File: config.mk
export PLATFORM = sky130hd
export DESIGN_NAME = rtcx_hours_alarm
export DESIGN_NICKNAME = d
export VERILOG_FILES = /design/src/design/rtcx_pkg.sv /design/src/design/rtcx_hours_alarm.sv
export VERILOG_INCLUDE_DIRS = /design/src /design/src/design
export SDC_FILE = /design/constraint.sdc
export NUM_CORES = 1
export LEC_CHECK = 0
export BUFFER_PORTS_ARGS = -buffer_cell sky130_fd_sc_hd__buf_2
export CAP_MARGIN = 10
export CORE_ASPECT_RATIO = 0.7
export CORE_MARGIN = 2
export CORE_UTILIZATION = 35
export CTS_CLUSTER_DIAMETER = 120
export DETAILED_ROUTE_END_ITERATION = 16
export SETUP_SLACK_MARGIN = 0.2
export SKIP_CTS_REPAIR_TIMING = 1
export SLEW_MARGIN = 15
export SYNTH_ARGS = -nofsm -noshare
export SYNTH_HDL_FRONTEND = slang
export SYNTH_SLANG_ARGS = --single-unit
export TNS_END_PERCENT = 1
File: constraint.sdc
create_clock -name clk_i -period 5.45 [get_ports clk_i]
set_clock_uncertainty 0.1 [all_clocks]
set_input_delay 0.545 -clock clk_i [delete_from_list [all_inputs] [get_ports clk_i]]
set_output_delay 0.545 -clock clk_i [all_outputs]
set_load 0.05 [all_outputs]
File: src/design/rtcx_regs.svh
// Purpose: Register offsets, field positions and reset values for rtcx.
// Assumes: 8-bit SFR addresses, 8-bit data.
// Notes:   Definitions only.
`ifndef RTCX_REGS_SVH
`define RTCX_REGS_SVH

// ----------------------------------------------------------------------
// Offsets
// ----------------------------------------------------------------------
`define RTCX_HOURS_ADDR     8'hA5
`define RTCX_INTCMP_ADDR    8'hA6
`define RTCX_KEY_ADDR       8'hC1
`define RTCX_NOMTRIM_ADDR   8'hF6
`define RTCX_TMPTRIM_ADDR   8'hF7
`define RTCX_PINCFG_ADDR    8'hFF

// ----------------------------------------------------------------------
// Values and fields
// ----------------------------------------------------------------------
`define RTCX_KEY_UNLOCK     8'hEA
`define RTCX_RST_BYTE       8'h00
`define RTCX_HOUR_LAST_24   8'h17
`define RTCX_HOUR_LAST_256  8'hFF
`define RTCX_TRIM_LIMIT     9'sh07C
`define RTCX_CAL_EN_BIT     7
`define RTCX_FSEL_HI        6
`define RTCX_FSEL_LO        5
`define RTCX_RSVD_BIT       4
`define RTCX_IRQ1_HI        3
`define RTCX_IRQ1_LO        1
`define RTCX_IRQ0_BIT       0

`endif

File: src/design/rtcx_pkg.sv
// Purpose: Types shared by the rtcx block.
// Assumes: Nothing beyond the register header.
// Notes:   Pin-config layout mirrors the header field positions.
`default_nettype none
package rtcx_pkg;
    typedef struct packed {
        logic       cal_output_enable;
        logic [1:0] cal_freq_select;
        logic       reserved;
        logic [2:0] ext_irq1_function;
        logic       ext_irq0_function;
    } rtcx_pincfg_t;

    typedef struct packed {
        logic       hour_format_select;
        logic       interval_enable;
        logic       single_interval;
        logic [1:0] timebase_sel;
    } rtcx_clkcfg_t;
endpackage
`default_nettype wire

File: src/design/rtcx_hours_alarm.sv
// Purpose: Hours counter, interval alarm, crystal trim and pin config.
// Assumes: Tick and config inputs come from same-clock RTC logic.
// Notes:   arst_n_i is power-on reset; soft_rst_i is watchdog/pin reset.
`default_nettype none
`include "rtcx_regs.svh"
module rtcx_hours_alarm
    import rtcx_pkg::*;
(
    input wire logic clk_i,              // 200 MHz clock
    input wire logic arst_n_i,           // Power-on reset, async
    input wire logic soft_rst_i,         // Watchdog/pin reset, sync
    input wire logic [7:0] sfr_addr_i,   // SFR address
    input wire logic sfr_wr_i,           // SFR write strobe
    input wire logic sfr_rd_i,           // SFR read strobe
    input wire logic [7:0] sfr_wdata_i,  // SFR write data
    output logic [7:0] sfr_rdata_o,      // SFR read data, one cycle late
    input wire rtcx_clkcfg_t clk_cfg_i,  // Clock config fields
    input wire logic minute_carry_i,     // Minutes rollover pulse
    input wire logic tick_128hz_i,       // 128 Hz pulse
    input wire logic [3:0] timebase_tick_i, // Interval base pulses
    input wire logic [3:0] cal_wave_i,   // Calibration waves by select
    input wire logic day_flag_clr_i,     // Software clears day flag
    input wire logic alarm_flag_clr_i,   // Software clears alarm flag
    input wire logic ext_irq0_pin_i,     // External irq0 pin
    input wire logic ext_irq1_pin_i,     // External irq1 pin
    output logic day_flag_o,             // Day rollover flag
    output logic alarm_flag_o,           // Alarm flag
    output logic clock_irq_pend_o,       // Pending clock interrupt pulse
    output logic cal_output_pin_o,       // Calibration output level
    output logic cal_output_pin_oe_n_o,  // Low while pin driven
    output logic ext_irq0_o,             // Gated irq0 request
    output logic ext_irq1_o,             // Gated irq1 request
    output logic battery_control_input_o, // Pin as battery control
    output logic ext_irq1_gpio_o,        // Pin as general I/O
    output logic signed [7:0] comp_total_o // Clamped trim sum, 2 ppm LSB
);
    logic [7:0] hours_reg, hours_next;
    logic [7:0] intcmp_reg, intcmp_stage_reg;
    logic [7:0] key_reg, nomtrim_reg, tmptrim_reg, icnt_reg, icnt_inc;
    rtcx_pincfg_t pincfg_reg;
    logic [1:0] intcmp_pend_reg, irq0_sync_reg, irq1_sync_reg;
    logic day_evt, alarm_evt, unlocked, hour_wr, pincfg_wr;
    logic base_tick, icnt_match, icnt_hold_reg;
    logic signed [8:0] trim_sum;
    function automatic logic hit(input logic [7:0] a, input logic [7:0] o);
        hit = sfr_wr_i && (a == o);
    endfunction
    // ------------------------------------------------------------------
    // Key and protected writes
    // ------------------------------------------------------------------
    assign unlocked = (key_reg == `RTCX_KEY_UNLOCK);
    assign hour_wr = hit(sfr_addr_i, `RTCX_HOURS_ADDR) && unlocked;
    assign pincfg_wr = hit(sfr_addr_i, `RTCX_PINCFG_ADDR) && unlocked;
    // Key relocks after any protected write, so runaway code gets one shot
    always_ff @(posedge clk_i or negedge arst_n_i) begin
        if (!arst_n_i) begin
            key_reg <= `RTCX_RST_BYTE;
        end else if (hit(sfr_addr_i, `RTCX_KEY_ADDR) && !soft_rst_i) begin
            key_reg <= sfr_wdata_i;
        end else if (soft_rst_i || hour_wr || pincfg_wr) begin
            key_reg <= `RTCX_RST_BYTE;
        end
    end
    // ------------------------------------------------------------------
    // Hours counter
    // ------------------------------------------------------------------
    always_comb begin
        day_evt = 1'b0;
        hours_next = hours_reg;
        if (minute_carry_i) begin
            if (clk_cfg_i.hour_format_select &&
                hours_reg >= `RTCX_HOUR_LAST_24) begin
                hours_next = `RTCX_RST_BYTE;
                day_evt = 1'b1;
            end else if (!clk_cfg_i.hour_format_select &&
                         hours_reg == `RTCX_HOUR_LAST_256) begin
                hours_next = `RTCX_RST_BYTE;
                day_evt = 1'b1;
            end else begin
                hours_next = hours_reg + 8'h01;
            end
        end
    end
    // Only power-on clears these; soft reset deliberately ignored
    always_ff @(posedge clk_i or negedge arst_n_i) begin
        if (!arst_n_i) begin
            hours_reg <= `RTCX_RST_BYTE;
            nomtrim_reg <= `RTCX_RST_BYTE;
            tmptrim_reg <= `RTCX_RST_BYTE;
        end else begin
            hours_reg <= hour_wr ? sfr_wdata_i : hours_next;
            if (hit(sfr_addr_i, `RTCX_NOMTRIM_ADDR)) begin
                nomtrim_reg <= sfr_wdata_i;
            end
            if (hit(sfr_addr_i, `RTCX_TMPTRIM_ADDR)) begin
                tmptrim_reg <= sfr_wdata_i;
            end
        end
    end
    // ------------------------------------------------------------------
    // Interval compare, applied on the 128 Hz domain edge
    // ------------------------------------------------------------------
    always_ff @(posedge clk_i or negedge arst_n_i) begin
        if (!arst_n_i) begin
            intcmp_reg <= `RTCX_RST_BYTE;
            intcmp_stage_reg <= `RTCX_RST_BYTE;
            intcmp_pend_reg <= 2'h0;
        end else if (soft_rst_i) begin
            intcmp_reg <= `RTCX_RST_BYTE;
            intcmp_stage_reg <= `RTCX_RST_BYTE;
            intcmp_pend_reg <= 2'h0;
        end else begin
            if (hit(sfr_addr_i, `RTCX_INTCMP_ADDR)) begin
                intcmp_stage_reg <= sfr_wdata_i;
                intcmp_pend_reg <= 2'h1;
            end else if (tick_128hz_i && intcmp_pend_reg != 2'h0) begin
                // Second tick applies: mimics two-stage 128 Hz sync
                intcmp_pend_reg <= intcmp_pend_reg + 2'h1;
                if (intcmp_pend_reg == 2'h2) begin
                    intcmp_reg <= intcmp_stage_reg;
                    intcmp_pend_reg <= 2'h0;
                end
            end
        end
    end
    // ------------------------------------------------------------------
    // Interval counter
    // ------------------------------------------------------------------
    assign base_tick = timebase_tick_i[clk_cfg_i.timebase_sel];
    assign icnt_inc = icnt_reg + 8'h01;
    assign icnt_match = icnt_inc == intcmp_reg;
    assign alarm_evt = clk_cfg_i.interval_enable && !icnt_hold_reg &&
                       base_tick && icnt_match;
    always_ff @(posedge clk_i or negedge arst_n_i) begin
        if (!arst_n_i) begin
            icnt_reg <= `RTCX_RST_BYTE;
            icnt_hold_reg <= 1'b0;
        end else if (soft_rst_i || !clk_cfg_i.interval_enable) begin
            icnt_reg <= `RTCX_RST_BYTE;
            icnt_hold_reg <= 1'b0;
        end else if (alarm_evt) begin
            icnt_reg <= `RTCX_RST_BYTE;
            icnt_hold_reg <= clk_cfg_i.single_interval;
        end else if (base_tick && !icnt_hold_reg) begin
            icnt_reg <= icnt_inc;
        end
    end
    // ------------------------------------------------------------------
    // Sticky flags and irq pulse; a set in the clear cycle wins
    // ------------------------------------------------------------------
    always_ff @(posedge clk_i or negedge arst_n_i) begin
        if (!arst_n_i) begin
            day_flag_o <= 1'b0;
            alarm_flag_o <= 1'b0;
            clock_irq_pend_o <= 1'b0;
        end else begin
            day_flag_o <= day_evt || (day_flag_o && !day_flag_clr_i);
            alarm_flag_o <= alarm_evt ||
                            (alarm_flag_o && !alarm_flag_clr_i);
            clock_irq_pend_o <= day_evt || alarm_evt;
        end
    end
    // ------------------------------------------------------------------
    // Pin configuration and pins
    // ------------------------------------------------------------------
    always_ff @(posedge clk_i or negedge arst_n_i) begin
        if (!arst_n_i) begin
            pincfg_reg <= rtcx_pincfg_t'(`RTCX_RST_BYTE);
        end else if (soft_rst_i) begin
            pincfg_reg <= rtcx_pincfg_t'(`RTCX_RST_BYTE);
        end else if (pincfg_wr) begin
            pincfg_reg <= sfr_wdata_i;
        end
    end
    always_ff @(posedge clk_i or negedge arst_n_i) begin
        if (!arst_n_i) begin
            irq0_sync_reg <= 2'h0;
            irq1_sync_reg <= 2'h0;
            cal_output_pin_o <= 1'b0;
            cal_output_pin_oe_n_o <= 1'b1;
            ext_irq0_o <= 1'b0;
            ext_irq1_o <= 1'b0;
            battery_control_input_o <= 1'b0;
            ext_irq1_gpio_o <= 1'b0;
        end else begin
            irq0_sync_reg <= {irq0_sync_reg[0], ext_irq0_pin_i};
            irq1_sync_reg <= {irq1_sync_reg[0], ext_irq1_pin_i};
            cal_output_pin_oe_n_o <= !pincfg_reg.cal_output_enable;
            cal_output_pin_o <= pincfg_reg.cal_output_enable &&
                cal_wave_i[pincfg_reg.cal_freq_select];
            ext_irq0_o <= pincfg_reg.ext_irq0_function &&
                irq0_sync_reg[1];
            ext_irq1_o <= (pincfg_reg.ext_irq1_function[2:1] == 2'h3) &&
                irq1_sync_reg[1];
            battery_control_input_o <=
                (pincfg_reg.ext_irq1_function[1:0] == 2'h1) &&
                irq1_sync_reg[1];
            ext_irq1_gpio_o <= (pincfg_reg.ext_irq1_function[1:0] == 2'h0)
                && irq1_sync_reg[1];
        end
    end
    // ------------------------------------------------------------------
    // Compensation and read-back
    // ------------------------------------------------------------------
    assign trim_sum = $signed({nomtrim_reg[7], nomtrim_reg}) +
                      $signed({tmptrim_reg[7], tmptrim_reg});
    always_ff @(posedge clk_i or negedge arst_n_i) begin
        if (!arst_n_i) begin
            comp_total_o <= 8'sh00;
            sfr_rdata_o <= `RTCX_RST_BYTE;
        end else begin
            if (trim_sum > `RTCX_TRIM_LIMIT) begin
                comp_total_o <= 8'sh7C;
            end else if (trim_sum < -`RTCX_TRIM_LIMIT) begin
                comp_total_o <= -8'sh7C;
            end else begin
                comp_total_o <= trim_sum[7:0];
            end
            if (sfr_rd_i) begin
                case (sfr_addr_i)
                    `RTCX_HOURS_ADDR: sfr_rdata_o <= hours_reg;
                    `RTCX_INTCMP_ADDR: sfr_rdata_o <= intcmp_reg;
                    `RTCX_KEY_ADDR: sfr_rdata_o <= key_reg;
                    `RTCX_NOMTRIM_ADDR: sfr_rdata_o <= nomtrim_reg;
                    `RTCX_TMPTRIM_ADDR: sfr_rdata_o <= tmptrim_reg;
                    `RTCX_PINCFG_ADDR: sfr_rdata_o <= pincfg_reg;
                    default: sfr_rdata_o <= `RTCX_RST_BYTE;
                endcase
            end
        end
    end
    // ------------------------------------------------------------------
    // Checks
    // ------------------------------------------------------------------
    hour_step_a: assert property (@(posedge clk_i) disable iff (!arst_n_i)
        minute_carry_i && !hour_wr && !day_evt |=>
        hours_reg == $past(hours_reg) + 8'h01)
        else $error("hours did not step");
    wrap_24_a: assert property (@(posedge clk_i) disable iff (!arst_n_i)
        minute_carry_i && !hour_wr && clk_cfg_i.hour_format_select &&
        hours_reg == 8'h17 |=> hours_reg == 8'h00 && day_flag_o)
        else $error("24 hour wrap wrong");
    wrap_256_a: assert property (@(posedge clk_i) disable iff (!arst_n_i)
        minute_carry_i && !hour_wr && !clk_cfg_i.hour_format_select &&
        hours_reg == 8'hFF |=> hours_reg == 8'h00 && clock_irq_pend_o)
        else $error("256 hour wrap wrong");
    soft_keep_a: assert property (@(posedge clk_i) disable iff (!arst_n_i)
        soft_rst_i && !minute_carry_i && !sfr_wr_i |=> $stable(hours_reg) &&
        $stable(nomtrim_reg) && $stable(tmptrim_reg))
        else $error("soft reset disturbed retained state");
    alarm_set_a: assert property (@(posedge clk_i) disable iff (!arst_n_i)
        alarm_evt |=> alarm_flag_o && clock_irq_pend_o && icnt_reg == 8'h00)
        else $error("alarm not raised");
    single_hold_a: assert property (@(posedge clk_i) disable iff (!arst_n_i)
        alarm_evt && clk_cfg_i.single_interval && !soft_rst_i ##1
        clk_cfg_i.interval_enable && !soft_rst_i |=> icnt_reg == 8'h00)
        else $error("single interval did not hold");
    key_guard_a: assert property (@(posedge clk_i) disable iff (!arst_n_i)
        hit(sfr_addr_i, `RTCX_HOURS_ADDR) && key_reg != 8'hEA &&
        !minute_carry_i |=> $stable(hours_reg))
        else $error("unkeyed hours write took");
    intcmp_late_a: assert property (@(posedge clk_i) disable iff (!arst_n_i)
        intcmp_pend_reg == 2'h1 && !tick_128hz_i && !sfr_wr_i &&
        !soft_rst_i |=> $stable(intcmp_reg))
        else $error("compare applied too early");
    flag_stick_a: assert property (@(posedge clk_i) disable iff (!arst_n_i)
        day_flag_o && !day_flag_clr_i |=> day_flag_o)
        else $error("day flag dropped");
    trim_clamp_a: assert property (@(posedge clk_i) disable iff (!arst_n_i)
        ##1 comp_total_o <= 8'sh7C && comp_total_o >= -8'sh7C)
        else $error("compensation out of range");
    cal_off_a: assert property (@(posedge clk_i) disable iff (!arst_n_i)
        !pincfg_reg.cal_output_enable |=> cal_output_pin_oe_n_o &&
        !cal_output_pin_o)
        else $error("cal pin driven while off");
endmodule
`default_nettype wire

Word level (Yosys, flattened, before mapping):

Cells that the tools add are included.

* bitwise logic cells: 0
* $lt $le $gt $ge: 5
* reduce and logical (&&, ||, !) cells: 48
* equal/unequal tests: 13
* $add $sub $neg: 4
* shifts and indexed selects: 0
* $mul: 0
* divide/modulo/power cells: 0
* muxes and demuxes: 33

Operator list (count)
* $mux 8: 19
* $eq 8x8->1 const B: 8
* $pmux 8 s6: 1
* $logic_and 1x1->1: 23
* $add 8x1->8 const B: 2
* $reduce_bool 2->1: 8
* $add 8x8->9: 1
* $gt 9x8->1 const B: 1
* $lt 9x8->1 const B: 1
* $eq 8x8->1: 1
* $ge 8x5->1 const B: 1
* $mux 2: 4
* $logic_not 1->1: 7
* $mux 1: 7
* $logic_or 1x1->1: 6
* $lt 2x3->1 const B: 2
* $reduce_bool 3->1: 2
* $bmux 1 s2: 2
* $eq 2x2->1 const B: 2
* $reduce_and 3->1: 1
* $add 2x1->2 const B: 1
* $eq 2x1->1 const B: 1
* $logic_not 2->1: 1
* $ne 2x2->1 const B: 1

* bits in registers: 96
* ROM bits: 0
* logic and storage cells: 130
* output and inout bits: 25
* latch bits: 0
* memories kept: 0
* RAM bits: 0

Depth between registers and ports, before layout:

Gate-level depths: netlist (run 1).

* depth after elaboration: 7
* mapped depth: 8
* gate-level depth less buffers: 8

Worst setup path after synthesis (run 1):

No wires, ideal clock.

* path kind: reg-to-reg
* start point: reg nomtrim_reg[0]
* end point: reg comp_total_o[0]
* path slack: 2.791 ns
* data arrival time: 2.441 ns
* required time: 5.231 ns
* clock period less this slack: 2.659 ns
* cell stages (with the launch flop): 9
* buffers on the path: 0
* cell sequence: dfrtp_1 > ha_1 > fa_1 > a211oi_2 > o31ai_1 > xor2_1 > or4_4 > and3_4 > o21a_1

* longest elaborated chain between the ends: 4
* elaborated cells between the ends (all ways): 5
* classes of those cells: add/sub (1); order compare (2); mux (2)

RTL lines
* start, declared: line rtcx_hours_alarm.sv:39 `logic [7:0] key_reg, nomtrim_reg, tmptrim_reg, icnt_reg, icnt_inc;`
* start signal, assigned: line rtcx_hours_alarm.sv:88 `` nomtrim_reg <= `RTCX_RST_BYTE; ``
* start signal, assigned: line rtcx_hours_alarm.sv:93 `nomtrim_reg <= sfr_wdata_i;`
* $add 8x8->9 (*): line rtcx_hours_alarm.sv:205 `assign trim_sum = $signed({nomtrim_reg[7], nomtrim_reg}) +`
* $lt 9x8->1 (no source line)
* $mux 8: line rtcx_hours_alarm.sv:214 `` end else if (trim_sum < -`RTCX_TRIM_LIMIT) begin ``
* $mux 8 (*): line rtcx_hours_alarm.sv:212 `` if (trim_sum > `RTCX_TRIM_LIMIT) begin ``
* end signal, assigned: line rtcx_hours_alarm.sv:215 `comp_total_o <= -8'sh7C;`
* end signal, assigned: line rtcx_hours_alarm.sv:217 `comp_total_o <= trim_sum[7:0];`
* end, declared: line rtcx_hours_alarm.sv:35 `output logic signed [7:0] comp_total_o`

Mark *: on every way between the ends. The rest lies on a longest branch, timed or not.
A chain may end at the register's enable or synchronous reset.

Final worst setup path (run 1):

Same ends and word-level chain as after synthesis.

==> impl_metrics.yaml, run 1 <==
global_route:
  antenna_found_initial: 0
  grt_max_degree: 68
  grt_overflow: 0
  grt_first_pass_wirelength_mm: 21.3
  grt_pass1_vias: 3892
  groute.usage.overall_pct: 17.9
sta:
  fin_crit_ns: 2.88
  post-route-period-util_pct: 52.8
  rsz0062_at_grt: "false"
  worstMarginPinSlew_ns: 0.894
  setup_viol: 0
  final.setup.tns_ns: 0
  relSlewSlack_pct: 40.4
  slew_viol_final: 0
  maxClockFrequency_mhz: 348
  hold_viol: 0
synthesis:
  synth_cell_types: 72
  yosysWarnings: 0
  yosysTopAreaCell: "dfrtp_1"
  syn_avg_cell_area_um2: 10.5
  syn_inst: 476
  synth_ff_type: "dfrtp_1"
  netlist_area_um2: 5010
  yosysSeqAreaShare_pct: 48.0
  synth-async-reset-ratio_pct: 100
  ys_seq_elements: 96
  synth.most_common_cell: "dfrtp_1"
  synthTopCellsByArea: "dfrtp_1 47%, mux2i_1 4.0%, nand2_1 3.7%, nor2_1 3.6%, mux2_2 3.4%"
  syn_nets: 527
  synth_edf_count: 0
  netlist_top_cells_count: "95 x dfrtp_1, 49 x nand2_1, 48 x nor2_1, 20 x mux2i_1, 19 x a21oi_1"
  synth_top_area_share_pct: 47.5
clock_network:
  clock_path_buffers: 2
  h-tree-depth: 3
  cts_root_buffer: "clkbuf_16"
  clock_latency_ns: 0.35
  cts_tree: "done"
  cts.sink_count: 96
  cts_buffers: 9
  clkTransAtPathRegs_ns: 0.07
power_and_ir_drop:
  ir_drop_mv: 0.149
  power.density_nw_per_um2: 306
  static-leakage-power_nw: 2.69
die:
  die_w_um: 147
  start_util_pct: 35.9
  io_pins: 65
  dieArea_um2: 15300
  core_area_um2: 14000
  rows: 36
  die_h_um: 104
setup_path:
  slowest_delay_ns: 0.58
  end_kind: "flip-flop"
  slowest_stage: "or4_4"
  worstPathArrival_ns: 3.02
  crit_chain: "ha_1 > fa_1 > a211oi_2 > o31ai_1 > xor2_1 > or4_4 > and3_4 > o21a_1"
  cp.required_ns: 5.59
  crit_fanout: 4
  path_class: "flip-flop to flip-flop"
  critPathLaunchType: "flip-flop"
detailed_routing:
  routedWlPerCell_um: 18.3
  antenna_left: 0
  dr.pass1.iters: 5
  drt_wl_total_mm: 13.3
  drt_iter0_markers: 360
  vias_per_cell: 5.49
  drc_errors: 0
  vias: 3999
final_layout:
  area_growth_syn_to_layout_pct: 15.7
  post-route-util_pct: 41.5
  drive_above_1_share_pct: 21.2
  diodes: 0
  final_nets: 584
worst_hold_path:
  holdCritPathClass: "input pin to async pin"
place:
  detailed_place_hpwl_mm: 9.55
  port-buffer-count: 64
  routabilityCongestion: 0.857
outcome:
  outcome: "finished, final reports clean"
job:
  drv_cap: 0
-- cell usage in the layout (no fill, tap or decap), types with 5 or more instances in the layout --
| cell type | instances |
|---|---|
| a21o_1 | 5 |
| a21oi_1 | 19 |
| a222oi_1 | 8 |
| a22o_1 | 8 |
| a22oi_1 | 9 |
| a31oi_1 | 7 |
| a41oi_1 | 8 |
| and2_1 | 5 |
| and3_1 | 6 |
| buf_2 | 63 |
| clkbuf_16 | 9 |
| dfrtp_1 | 95 |
| ha_1 | 10 |
| inv_1 | 10 |
| mux2_2 | 15 |
| mux2i_1 | 20 |
| nand2_1 | 49 |
| nand2b_1 | 5 |
| nand3_1 | 11 |
| nand4_1 | 8 |
| nor2_1 | 48 |
| nor2b_1 | 12 |
| nor3_1 | 5 |
| nor3b_1 | 6 |
| o21ai_0 | 12 |
| xnor2_1 | 10 |
| xor2_1 | 10 |
-- cell families after synthesis --
logic type      synth area share (%)
compound gates                  14.1
xor+xnor                        3.50
fa+ha+maj                       3.50
buf+inv                         2.52
flops                           48.0
mux                             8.72
simple gates                    19.6
-- report_power, final --
part / switching, mW / internal, mW / total, mW
Combinational: 0.199 / 0.104 / 0.303
Sequential: 0.0535 / 0.757 / 0.810
Clock: 0.295 / 0.365 / 0.660
Total: 0.547 / 1.23 / 1.77
-- path summary, 6_finish.rpt --
kind	startpoint	to	slack, ns	depth (start not counted)
worst min-delay path	arst_n_i	comp_total_o[4]	0.02	1
worst max-delay path	nomtrim_reg[0]	comp_total_o[0]	2.57	8
max in group asynchronous	arst_n_i	icnt_reg[3]	4.01	2
worst min register to register	irq0_sync_reg[0]	irq0_sync_reg[1]	0.25	0
worst max register to register	nomtrim_reg[0]	comp_total_o[0]	2.57	8
min in group clk_i	ext_irq0_pin_i	irq0_sync_reg[0]	0.20	1
-- area by class of cell --
class                   count  area (µm²)
flip-flops and latches     96        2400
inverters                  10        37.5
clock inverters             7        81.3
well taps                 190         238
repair buffers             65         330
multi-input cells         351        2480
fillers                  1386        8170
clock buffers               9         225
-- through the flow --
stage	setup WS, ns	total power, mW	cells	hold WS, ns	instance area (µm²)
after global placement	2.69	1.12	712	0.235	5490
after floorplan	2.79	1.02	476	0.149	5010
after detailed placement	2.57	1.12	712	0.237	5490
after global routing	2.50	1.86	728	0.0402	5790
final	2.57	1.77	728	0.0180	5790
after CTS	2.60	1.79	728	0.0229	5790
-- metal layers --
layer / GRT usage (%) / share of wire (%) / wire, µm
met1: 27.4 / 48 / 6400
met2: 24.4 / 42 / 5640
met3: 5.44 / 8.5 / 1130
met4: 4.33 / 0.94 / 125
met5: 0 / 0 / 0
-- critical path, delay by kind of cell (launching register included) --
family / cells / cell delay [ns]
AND/OR/NAND/NOR: 2 / 0.78
adder cells (fa/ha/maj): 2 / 0.70
AO/OA/AOI/OAI: 3 / 0.59
flip-flops: 1 / 0.41
XOR/XNOR: 1 / 0.20
(Power assumes the default switching activity.)
==> run 2: changes to the inputs <==
Clock period 5.45 ns to 2.4 ns, I/O delays scaled along.
==> impl_metrics.yaml, run 2 (synthesis gave the netlist of run 1 again) <==
outcome:
  outcome: "complete, but fails checks"
  violations: "negative setup slack"
power_and_ir_drop:
  power.density_nw_per_um2: 643
  static-leakage-power_nw: 2.86
  p_int_mw: 2.71
  pwr-share-comb_pct: 18.9
  seq_power_share_pct: 46.7
  power.switching_mw: 1.23
  swShare_pct: 31.2
  ir_drop_mv: 0.358
  power_frac_clock_pct: 34.5
clock_network:
  cts_buffers: 9
  cts.sink_count: 96
  h-tree-depth: 3
  cts_root_buffer: "clkbuf_16"
  clkTransAtPathRegs_ns: 0.07
  clock_latency_ns: 0.35
  clock_path_buffers: 2
  cts_tree: "done"
final_layout:
  final_nets: 621
  drive_above_1_share_pct: 27.3
  fillers: 1357
  area_growth_syn_to_layout_pct: 22.5
  layout_commonest_cell: "dfrtp_1"
  diodes: 0
  final_cell_mix: "94 x dfrtp_1, 63 x buf_2, 49 x nand2_1"
sta:
  relSlewSlack_pct: 55.9
  hold_viol: 0
  worstMarginPinSlew_ns: 0.661
  fin_ws_ns: -0.179
  rsz0062_at_grt: "true"
  final.setup.tns_ns: -0.533
  fin_crit_ns: 2.58
  setup_viol: 6
  maxClockFrequency_mhz: 388
  slew_viol_final: 0
  post-route-period-util_pct: 107
global_route:
  grt_overflow: 0
  grt_max_degree: 49
  grt_first_pass_wirelength_mm: 22.1
  antenna_found_initial: 0
  grt_pass1_vias: 3970
  groute.usage.overall_pct: 18.7
die:
  core_area_um2: 14000
  dieArea_um2: 15300
  io_pins: 65
  start_util_pct: 35.9
  die_w_um: 147
  rows: 36
  die_h_um: 104
place:
  port-buffer-count: 64
  routabilityCongestion: 0.941
  detailed_place_hpwl_mm: 10.2
  dp_slack_ns: -0.233
setup_path:
  critPathLaunchType: "flip-flop"
  end_kind: "flip-flop"
  path_class: "flip-flop to flip-flop"
  crit_fanout: 3
  crit_chain: "ha_2 > fa_2 > a211oi_2 > o31ai_2 > xor2_1 > or4_4 > and3_4 > o21a_1"
  cp.required_ns: 2.54
  slowest_delay_ns: 0.51
  rrSetupSlack_ns: -0.18
  slowest_stage: "or4_4"
  worstPathArrival_ns: 2.72
detailed_routing:
  dr.pass1.iters: 6
  routedWlPerCell_um: 17.7
  vias_per_cell: 5.42
  antenna_left: 0
  drt_wl_total_mm: 13.5
  drc_errors: 0
  drt_iter0_markers: 457
  vias: 4143
job:
  drv_cap: 0
worst_hold_path:
  holdCritPathClass: "input pin to flip-flop"
run 2: changes by cell type in the layout (fill, tap and decap cells not counted), moves of 2 or more:
cell,before,now
clkinvlp_4,0,2
buf_4,2,33
ha_1,10,8
dlygate4sd3_1,0,5
run 2: area by class of cell:
cell class,instances,area (µm²),share of cell area [%]
clock buffer,9,225,3.67
timing repair buffer,102,633,10.3
clock inverter,7,55.1,0.898
tap,190,238,3.88
sequential,96,2400,39.2
inverter,10,37.5,0.612
multi-input combinational,351,2540,41.4
run 2: critical path, delay by kind of cell (launching register included):
| kind | cells | cell delay [ns] |
|---|---|---|
| simple gates | 2 | 0.70 |
| xor+xnor | 1 | 0.17 |
| compound gates | 3 | 0.54 |
| flops | 1 | 0.39 |
| fa+ha+maj | 2 | 0.57 |
run 2: power groups by stage:
stage                     combinational (mW)  sequential (mW)  clock [mW]
after floorplan                        0.342             1.97           0
after global placement                 0.719             1.86           0
after detailed placement               0.736             1.86           0
after CTS                              0.740             1.83        1.40
after global routing                   0.812             1.85        1.48
final                                  0.744             1.84        1.36
run 2: path summary, 6_finish.rpt:
kind | from | end | cells past startpoint
hold / removal | sfr_wdata_i[4] | intcmp_stage_reg[4] | 3
max in group asynchronous | arst_n_i | cal_output_pin_oe_n_o | 3
hold reg to reg | irq0_sync_reg[0] | irq0_sync_reg[1] | 0
setup reg to reg | tmptrim_reg[0] | comp_total_o[0] | 8
setup / recovery | tmptrim_reg[0] | comp_total_o[0] | 8
min in group asynchronous | arst_n_i | intcmp_stage_reg[1] | 2
run 2: metal layers:
layer / GRT usage, % / up-vias / wire [µm]
li1: - / 1924 / -
met1: 29.2 / 2069 / 6790
met2: 25.3 / 138 / 5580
met3: 5.31 / 12 / 1040
met4: 4.05 / 0 / 138
met5: 0 / - / 0
run 2: metrics by stage:
stage / std cells / utilization [%] / total power [mW] / hold WS, ns / area (µm²)
2_1_floorplan: 476 / - / 2.31 / -0.156 / 5020
3_3_place_gp: 743 / 41.1 / 2.58 / 0.206 / 5740
3_5_place_dp: 743 / 41.1 / 2.60 / 0.211 / 5740
4_1_cts: 759 / 43.1 / 3.98 / -0.168 / 6020
5_1_grt: 765 / 43.9 / 4.15 / 0.102 / 6130
6_report: 765 / 43.9 / 3.94 / 0.102 / 6130
